[config.mk]
export PLATFORM = sky130hd
export DESIGN_NAME = rfia_top
export DESIGN_NICKNAME = d
export VERILOG_FILES = /design/src/rtl/rfia_pkg.sv /design/src/rtl/rfia_top.sv /design/src/rtl/rfia_flag_group.sv
export VERILOG_INCLUDE_DIRS = /design/src /design/src/rtl
export SDC_FILE = /design/constraint.sdc
export NUM_CORES = 1
export LEC_CHECK = 0
export BUFFER_PORTS_ARGS = -buffer_cell sky130_fd_sc_hd__buf_2
export CAP_MARGIN = 20
export CORE_MARGIN = 10
export CORE_UTILIZATION = 50
export CTS_CLUSTER_SIZE = 10
export DETAILED_ROUTE_END_ITERATION = 6
export HOLD_SLACK_MARGIN = 0.02
export MAX_ROUTING_LAYER = met4
export PLACE_DENSITY = 0.79
export SYNTH_ARGS = -nofsm -noshare
export SYNTH_HDL_FRONTEND = slang
export SYNTH_SLANG_ARGS = --single-unit
[constraint.sdc]
create_clock -name I_CLOCK -period 1.3 [get_ports I_CLOCK]
set_input_delay 0.325 -clock I_CLOCK [delete_from_list [all_inputs] [get_ports I_CLOCK]]
set_output_delay 0.325 -clock I_CLOCK [all_outputs]
set_load 0.02 [all_outputs]
[src/rtl/rfia_consts.svh]
// Constants for the radio interrupt aggregator: offsets, codes, resets, times.
`ifndef RFIA_CONSTS_SVH
`define RFIA_CONSTS_SVH

// Status command codes.
`define RFIA_CMD_GET_ALL    8'h20
`define RFIA_CMD_GET_PKT    8'h21
`define RFIA_CMD_GET_DEMOD  8'h22
`define RFIA_CMD_GET_COND   8'h23
// Property access command codes.
`define RFIA_CMD_SET_PROP   8'h11
`define RFIA_CMD_GET_PROP   8'h12

// Property numbers of the enable properties.
`define RFIA_PROP_GROUP_EN  16'h0100
`define RFIA_PROP_PKT_EN    16'h0101
`define RFIA_PROP_DEMOD_EN  16'h0102
`define RFIA_PROP_COND_EN   16'h0103

// Reset values of the enable properties.
`define RFIA_RST_GROUP_EN   8'h04
`define RFIA_RST_PKT_EN     8'h00
`define RFIA_RST_DEMOD_EN   8'h00
`define RFIA_RST_COND_EN    8'h04

// Group index, also the bit position inside the group-enable property.
`define RFIA_GRP_PKT        0
`define RFIA_GRP_DEMOD      1
`define RFIA_GRP_COND       2
`define RFIA_NUM_GRP        3

// Timing: clock rate and the two update deadlines after a state change.
`define RFIA_CLK_MHZ        250
`define RFIA_QUICK_US       5
`define RFIA_IRQ_US         13
`define RFIA_QUICK_CYC      (`RFIA_QUICK_US * `RFIA_CLK_MHZ)
`define RFIA_IRQ_CYC        (`RFIA_IRQ_US * `RFIA_CLK_MHZ)

`endif

[src/rtl/rfia_pkg.sv]
// Types shared by the radio interrupt aggregator modules.
package rfia_pkg;

   // One byte per interrupt group.
   typedef struct packed {
      logic [7:0] cond;
      logic [7:0] demod;
      logic [7:0] pkt;
   } rfia_grp_t;

   // Answer to one command.
   typedef struct packed {
      logic       err;
      logic [7:0] prop_data;
      logic [7:0] pkt_pend;
      logic [7:0] pkt_stat;
      logic [7:0] demod_pend;
      logic [7:0] demod_stat;
      logic [7:0] cond_pend;
      logic [7:0] cond_stat;
   } rfia_rsp_t;

endpackage : rfia_pkg

[src/rtl/rfia_top.sv]
// Interrupt aggregator of a sub-GHz radio: flags, enables, status commands.
`timescale 1ns/100ps
`default_nettype none

`include "rfia_consts.svh"

module rfia_top (
   input  wire logic              I_CLOCK,
   input  wire logic              I_RST_B,
   input  wire rfia_pkg::rfia_grp_t I_EVENT,
   input  wire rfia_pkg::rfia_grp_t I_STATE,
   input  wire logic              I_CMD_VALID,
   input  wire logic [7:0]        I_CMD_CODE,
   input  wire logic [15:0]       I_CMD_PROP,
   input  wire logic [7:0]        I_CMD_WDATA,
   output logic                   O_IRQ_N,
   output logic [7:0]             O_QUICK_STAT,
   output logic                   O_RSP_VALID,
   output rfia_pkg::rfia_rsp_t    O_RSP
);

   // Which groups a status command answers and clears; zero for others.
   function automatic logic [2:0] status_mask(input logic [7:0] code);
      logic [2:0] m;
      m = 3'b000;
      unique case (code)
         `RFIA_CMD_GET_ALL:   m = 3'b111;
         `RFIA_CMD_GET_PKT:   m = 3'b001;
         `RFIA_CMD_GET_DEMOD: m = 3'b010;
         `RFIA_CMD_GET_COND:  m = 3'b100;
         default:             m = 3'b000;
      endcase
      return m;
   endfunction : status_mask

   // Property number to a one-hot select of the four enable properties.
   function automatic logic [3:0] prop_sel(input logic [15:0] prop);
      logic [3:0] s;
      s = 4'b0000;
      unique case (prop)
         `RFIA_PROP_GROUP_EN: s = 4'b0001;
         `RFIA_PROP_PKT_EN:   s = 4'b0010;
         `RFIA_PROP_DEMOD_EN: s = 4'b0100;
         `RFIA_PROP_COND_EN:  s = 4'b1000;
         default:             s = 4'b0000;
      endcase
      return s;
   endfunction : prop_sel

   logic [7:0]       group_en_q;
   logic [2:0][7:0]  irq_en_q;
   logic [2:0][7:0]  events;
   logic [2:0][7:0]  states;
   logic [2:0][7:0]  pend;
   logic [2:0]       req;
   logic [2:0]       clr_mask;
   logic [3:0]       sel;
   logic             is_set;
   logic             is_get;
   logic             is_status;
   logic             bad_cmd;
   logic [7:0]       prop_rd;
   logic [2:0][7:0]  pend_shown;
   logic [2:0][7:0]  stat_shown;
   rfia_pkg::rfia_rsp_t rsp_d;
   logic             irq_n_d;
   logic [7:0]       quick_d;

   // Group order inside the arrays follows the group index constants.
   assign events[`RFIA_GRP_PKT]   = I_EVENT.pkt;
   assign events[`RFIA_GRP_DEMOD] = I_EVENT.demod;
   assign events[`RFIA_GRP_COND]  = I_EVENT.cond;
   assign states[`RFIA_GRP_PKT]   = I_STATE.pkt;
   assign states[`RFIA_GRP_DEMOD] = I_STATE.demod;
   assign states[`RFIA_GRP_COND]  = I_STATE.cond;

   // Command decoding.
   assign is_status = I_CMD_VALID & (|status_mask(I_CMD_CODE));
   assign clr_mask  = I_CMD_VALID ? status_mask(I_CMD_CODE) : 3'b000;
   assign sel       = prop_sel(I_CMD_PROP);
   assign is_set    = I_CMD_VALID & (I_CMD_CODE == `RFIA_CMD_SET_PROP);
   assign is_get    = I_CMD_VALID & (I_CMD_CODE == `RFIA_CMD_GET_PROP);
   assign bad_cmd   = I_CMD_VALID & ~is_status
                      & ~((is_set | is_get) & (|sel));

   // Property read-back mux.
   assign prop_rd = ({8{sel[0]}} & group_en_q)
                  | ({8{sel[1]}} & irq_en_q[`RFIA_GRP_PKT])
                  | ({8{sel[2]}} & irq_en_q[`RFIA_GRP_DEMOD])
                  | ({8{sel[3]}} & irq_en_q[`RFIA_GRP_COND]);

   // One flag group per interrupt group.
   genvar g;
   generate
      for (g = 0; g < `RFIA_NUM_GRP; g++) begin : gen_grp
         rfia_flag_group u_grp (
            .i_clk      (I_CLOCK),
            .i_rst_b    (I_RST_B),
            .i_event    (events[g]),
            .i_clear    (clr_mask[g]),
            .i_enable   (irq_en_q[g]),
            .i_group_en (group_en_q[g]),
            .o_pend     (pend[g]),
            .o_req      (req[g])
         );
         // Only answered groups show flags; live state follows them.
         assign pend_shown[g] = clr_mask[g] ? pend[g] : 8'h00;
         assign stat_shown[g] = clr_mask[g] ? states[g] : 8'h00;
      end
   endgenerate

   // Response contents.
   assign rsp_d.err        = bad_cmd;
   assign rsp_d.prop_data  = is_get ? prop_rd : 8'h00;
   assign rsp_d.pkt_pend   = pend_shown[`RFIA_GRP_PKT];
   assign rsp_d.pkt_stat   = stat_shown[`RFIA_GRP_PKT];
   assign rsp_d.demod_pend = pend_shown[`RFIA_GRP_DEMOD];
   assign rsp_d.demod_stat = stat_shown[`RFIA_GRP_DEMOD];
   assign rsp_d.cond_pend  = pend_shown[`RFIA_GRP_COND];
   assign rsp_d.cond_stat  = stat_shown[`RFIA_GRP_COND];

   // Request pin and quick status follow the flags one cycle later.
   assign irq_n_d = ~(|req);
   assign quick_d = {5'h00, |pend[2], |pend[1], |pend[0]};

   // Enable properties.
   always_ff @(posedge I_CLOCK or negedge I_RST_B) begin
      if (!I_RST_B) begin
         group_en_q                  <= `RFIA_RST_GROUP_EN;
         irq_en_q[`RFIA_GRP_PKT]     <= `RFIA_RST_PKT_EN;
         irq_en_q[`RFIA_GRP_DEMOD]   <= `RFIA_RST_DEMOD_EN;
         irq_en_q[`RFIA_GRP_COND]    <= `RFIA_RST_COND_EN;
      end else if (is_set) begin
         if (sel[0]) group_en_q <= I_CMD_WDATA;
         if (sel[1]) irq_en_q[`RFIA_GRP_PKT] <= I_CMD_WDATA;
         if (sel[2]) irq_en_q[`RFIA_GRP_DEMOD] <= I_CMD_WDATA;
         if (sel[3]) irq_en_q[`RFIA_GRP_COND] <= I_CMD_WDATA;
      end
   end

   // Output flip-flops.
   always_ff @(posedge I_CLOCK or negedge I_RST_B) begin
      if (!I_RST_B) begin
         O_IRQ_N      <= 1'b1;
         O_QUICK_STAT <= 8'h00;
         O_RSP_VALID  <= 1'b0;
         O_RSP        <= '0;
      end else begin
         O_IRQ_N      <= irq_n_d;
         O_QUICK_STAT <= quick_d;
         O_RSP_VALID  <= I_CMD_VALID;
         O_RSP        <= rsp_d;
      end
   end

   // Checks kept next to the logic they guard.

   a_irq_follows: assert property (
      @(posedge I_CLOCK) disable iff (!I_RST_B)
      (|req) |=> !O_IRQ_N)
      else $error("Request output did not fall for an enabled flag.");

   a_irq_deadline: assert property (
      @(posedge I_CLOCK) disable iff (!I_RST_B)
      $rose(|I_EVENT) ##0 (group_en_q[2] && |(I_EVENT.cond & irq_en_q[2]))
      |-> ##[1:2] !O_IRQ_N)
      else $error("Request output missed its deadline.");

   // The pin answers a clear or an enable write one edge after the command edge.
   a_irq_holds: assert property (
      @(posedge I_CLOCK) disable iff (!I_RST_B)
      (!O_IRQ_N && !$past(is_status) && !$past(is_set)) |=> !O_IRQ_N)
      else $error("Request output rose without a status read.");

   a_read_all_clears: assert property (
      @(posedge I_CLOCK) disable iff (!I_RST_B)
      (I_CMD_VALID && I_CMD_CODE == `RFIA_CMD_GET_ALL && events == '0
       && !$past(is_set))
      |=> (pend == '0) ##1 O_IRQ_N)
      else $error("Read-all did not clear and release.");

   a_group_only: assert property (
      @(posedge I_CLOCK) disable iff (!I_RST_B)
      (I_CMD_VALID && I_CMD_CODE == `RFIA_CMD_GET_PKT)
      |=> (pend[1] == ($past(pend[1]) | $past(events[1])))
          && O_RSP.demod_pend == 8'h00 && O_RSP_VALID)
      else $error("Group read touched another group.");

   a_rsp_content: assert property (
      @(posedge I_CLOCK) disable iff (!I_RST_B)
      (I_CMD_VALID && I_CMD_CODE == `RFIA_CMD_GET_ALL)
      |=> O_RSP.cond_pend == $past(pend[2])
          && O_RSP.cond_stat == $past(states[2]))
      else $error("Status answer differs from flags or state.");

   a_quick_no_clear: assert property (
      @(posedge I_CLOCK) disable iff (!I_RST_B)
      (!I_CMD_VALID) |=> ((pend & $past(pend)) == $past(pend)))
      else $error("Flags fell without a status command.");

   a_quick_deadline: assert property (
      @(posedge I_CLOCK) disable iff (!I_RST_B)
      (|I_EVENT.pkt) |-> ##[1:2] O_QUICK_STAT[0])
      else $error("Quick status missed its deadline.");

   a_prop_readback: assert property (
      @(posedge I_CLOCK) disable iff (!I_RST_B)
      (is_set && sel[0]) |=> group_en_q == $past(I_CMD_WDATA))
      else $error("Property write did not land.");

   a_prop_readout: assert property (
      @(posedge I_CLOCK) disable iff (!I_RST_B)
      (is_get && sel[1])
      |=> O_RSP.prop_data == $past(irq_en_q[`RFIA_GRP_PKT]))
      else $error("Property read-back differs from the stored value.");

   a_reset_enables: assert property (
      @(posedge I_CLOCK)
      $rose(I_RST_B) |-> group_en_q == 8'h04
                        && irq_en_q[0] == 8'h00 && irq_en_q[1] == 8'h00
                        && irq_en_q[2] == 8'h04)
      else $error("Enable properties have wrong reset values.");

   // All three groups are checked at once against the low three group-enable bits.
   a_gating: assert property (
      @(posedge I_CLOCK) disable iff (!I_RST_B)
      (req & ~group_en_q[2:0]) == 3'b000)
      else $error("Request raised by a disabled group.");

   a_stat_live: assert property (
      @(posedge I_CLOCK) disable iff (!I_RST_B)
      (I_CMD_VALID && I_CMD_CODE == `RFIA_CMD_GET_PKT)
      |=> O_RSP.pkt_stat == $past(states[`RFIA_GRP_PKT]))
      else $error("Packet status answer differs from live state.");

endmodule : rfia_top

`default_nettype wire

[src/rtl/rfia_flag_group.sv]
// Pending flags and request term of one interrupt group.
`timescale 1ns/100ps
`default_nettype none

module rfia_flag_group (
   input  wire logic       i_clk,
   input  wire logic       i_rst_b,
   input  wire logic [7:0] i_event,
   input  wire logic       i_clear,
   input  wire logic [7:0] i_enable,
   input  wire logic       i_group_en,
   output logic      [7:0] o_pend,
   output logic            o_req
);

   logic [7:0] pend_q;
   logic [7:0] pend_d;

   // A clear drops the flags that were answered; new events still set.
   assign pend_d = i_clear ? i_event : (pend_q | i_event);
   // Each flag needs its own enable and the group enable.
   assign o_req  = i_group_en & (|(pend_q & i_enable));
   assign o_pend = pend_q;

   // Flag storage.
   always_ff @(posedge i_clk or negedge i_rst_b) begin
      if (!i_rst_b) begin
         pend_q <= 8'h00;
      end else begin
         pend_q <= pend_d;
      end
   end

   a_event_kept: assert property (
      @(posedge i_clk) disable iff (!i_rst_b)
      (i_event != 8'h00) |=> ((o_pend & $past(i_event)) == $past(i_event)))
      else $error("An event was lost on a clear.");

   a_clear_drops: assert property (
      @(posedge i_clk) disable iff (!i_rst_b)
      (i_clear && i_event == 8'h00) |=> (o_pend == 8'h00))
      else $error("A clear did not drop the pending flags.");

endmodule : rfia_flag_group

`default_nettype wire

==> flow_summary.json <==
{
  "cts_root_buf": "clkbuf_8",
  "htreeDepth": 4,
  "synth_ff_type": "dfrtp_1",
  "dpl.hpwl_um": 9006,
  "violations": "setup timing",
  "die_x_um": 115.4,
  "initial_core_util_pct": 51.65,
  "gp_congestion": 0.8911,
  "synthArstFlopShare_pct": 100.0,
  "postSynthCellCount": 308,
  "dieArea_um2": 13310,
  "cts_tree": "done",
  "r2r_cells": 3,
  "critPathBufInv": 1,
  "route.met2.wl_um": 8498,
  "max-cap-violations": 0,
  "cp.arrival_ns": 1.14,
  "clk_latency_ns": 0.52,
  "drc": 0,
  "area_growth_pct": 64.04,
  "synth_edf_count": 0,
  "core_um2": 8806,
  "grt_overflow": 0,
  "rsz0062_at_grt": "yes",
  "dp_cells": 582,
  "outcome": "finished with violations",
  "clock_sinks": 118,
  "syn_avg_cell_area_um2": 14.77,
  "wl_met1_um": 6008,
  "skew_ns": 0.01460,
  "die_h_um": 115.4,
  "slowest_stage": "dfstp_2",
  "tns_ns": -4.155,
  "viasPerCell": 5.520,
  "rows": 34,
  "timing.final.ws_setup_ns": -0.1686,
  "critPathKind": "register to primary output",
  "fmax_mhz": 680.9,
  "hold_violations": 0,
  "ys_seq_elements": 118,
  "leakagePower_nw": 3.517,
  "power_mw": 8.828,
  "io_buffers": 144,
  "crit_cells": 1,
  "drive_above_1_share_pct": 50.72,
  "mappedNetlistArea_um2": 4548,
  "relSlewSlack_pct": 65.95,
  "clk_pin_slew_ns": 0.06,
  "worstPathRequired_ns": 0.98,
  "powerDensity_nw_per_um2": 1183,
  "synth_warnings": 0,
  "slew_violations": 0,
  "grt_pass1_wl_um": 23160,
  "cp_max_fo": 1,
  "initialDrtViolationCount": 276,
  "finalWirelength_um": 15820,
  "holdPathStages": 2,
  "vias": 3665,
  "setup_viol": 93,
  "routedWlPerCell_um": 23.83,
  "critPathCaptureType": "primary output",
  "period_share_pct": 113.0,
  "num-fill-cells": 405,
  "grt_start_max_net_pins": 28,
  "grt_pass1_vias": 4076,
  "peakVddDrop_uv": 857.7,
  "clock_path_buffers": 2,
  "tightest_slew_ns": 0.5090,
  "wl_met3_um": 892,
  "top_layer_used": "met4",
  "cts_buffers": 17,
  "nets": 624,
  "fin_crit_ns": 1.469,
  "critPathTopFamily": "flip-flops",
  "antenna_found_initial": 1,
  "ys_seq_area_share_pct": 65.01,
  "min_path_type": "primary input to register",
  "first_pass_iters": 5,
  "finalNonFillerCells": 664,
  "ioPinCount": 150,
  "slowest_delay_ns": 0.52,
  "path_cells": "buf_6",
  "start_kind": "register",
  "grtUsageTotal_pct": 23.58,
  "ant_nets": 0,
  "final_core_util_pct": 84.73,
  "synth.distinct_cells": 31
}
[synthesized netlist by cell type, types with 5 or more instances]
library cell / n / area share, %
buf_2: 5 / 0.55
dfrtp_1: 115 / 63
and2_1: 48 / 6.6
nor2b_1: 9 / 1.2
a21o_1: 24 / 4.0
mux4_2: 8 / 4.0
buf_4: 5 / 0.83
nor4_1: 8 / 1.1
a22oi_1: 12 / 2.0
mux2_2: 31 / 7.7
[state kept, by name, summed over array words and instances (netlist names)]
signal                flops
O_RSP                    57
gen_grp.u_grp.o_pend     24
irq_en_q                 24
group_en_q                8
O_QUICK_STAT              3
O_IRQ_N                   1
O_RSP_VALID               1
[power by group]
group	switching (mW)	internal, mW	total [mW]
clock network	1.80	2.79	4.60
registers	0.00733	3.68	3.69
logic	0.258	0.278	0.537
[worst reg2reg max path, stage by stage (launching register included)]
cell and delay (ns):
dfrtp_1 0.43, a22oi_1 0.24, nand4_1 0.19, a222oi_1 0.46
[layer usage]
| layer | vias up | global-route usage, % |
|---|---|---|
| li1 | 1552 | - |
| met1 | 1895 | 27.37 |
| met2 | 180 | 39.74 |
| met3 | 38 | 5.885 |
| met4 | 0 | 6.841 |
| met5 | - | - |
[cell families (layout without fill, tap and decap cells)]
| group | Yosys count | after routing | share of synthesized area [%] |
|---|---|---|---|
| AO/OA/AOI/OAI | 38 | 38 | 6.382 |
| other | 1 | 7 | 0.08245 |
| multiplexers | 40 | 40 | 11.88 |
| buffers and inverters | 14 | 256 | 1.788 |
| XOR/XNOR | 1 | 1 | 0.1926 |
| AND/OR/NAND/NOR | 96 | 96 | 14.66 |
| flip-flops | 118 | 118 | 65.01 |
[final cells by class]
class,count,area (um^2),area share (%)
Multi-Input combinational cell,180,1772,23.75
Sequential cell,118,2957,39.63
Tap cell,108,135.1,1.811
Clock buffer,18,427.9,5.735
Antenna cell,2,5.005,0.06708
Timing Repair Buffer,224,2013,26.98
Clock inverter,14,151.4,2.029
[cell usage in the layout, fill, tap and decap left out, types with 8 or more instances in the layout]
cell type	n
and2_1	48
buf_12	12
a21o_1	24
buf_6	69
nor2b_1	8
mux4_2	8
dlygate4sd3_1	44
mux2_4	32
dfrtp_1	115
buf_2	75
buf_4	24
clkbuf_16	16
[final timing paths]
check | to | slack (ns) | from
worst max register to register | O_IRQ_N$_DFF_PN1_ | -0.16 | irq_en_q[13]$_DFFE_PN0P_
worst min-delay path | O_RSP[0]$_DFF_PN0_ | 0.04 | I_STATE[16]
max in group asynchronous | group_en_q[5]$_DFFE_PN0P_ | 0.54 | I_RST_B
worst max-delay path | O_IRQ_N | -0.17 | O_IRQ_N$_DFF_PN1_
min in group asynchronous | irq_en_q[17]$_DFFE_PN0P_ | 0.27 | I_RST_B
worst min register to register | group_en_q[3]$_DFFE_PN0P_ | 0.52 | group_en_q[3]$_DFFE_PN0P_
[through the flow]
step	hold slack (ns)	instance area, um^2	setup WS [ns]
global route	0.02296	7458	-0.2558
detailed placement	0.2607	5823	-0.5914
global placement	0.2506	5823	-0.5523
floorplan	0.02941	4681	-0.4543
CTS	0.02137	7292	-0.1785
finish	0.03724	7461	-0.1686
[timing repair]
item                                    in CTS  in global routing
pin swaps                                    7                 11
hold buffers                                40                  4
buffers inserted                             1                  3
resized for setup                          147                 23
endpoints found under the setup margin      88                111
hold endpoints to repair                    58                  4
Power figures use the tool's default switching activity.
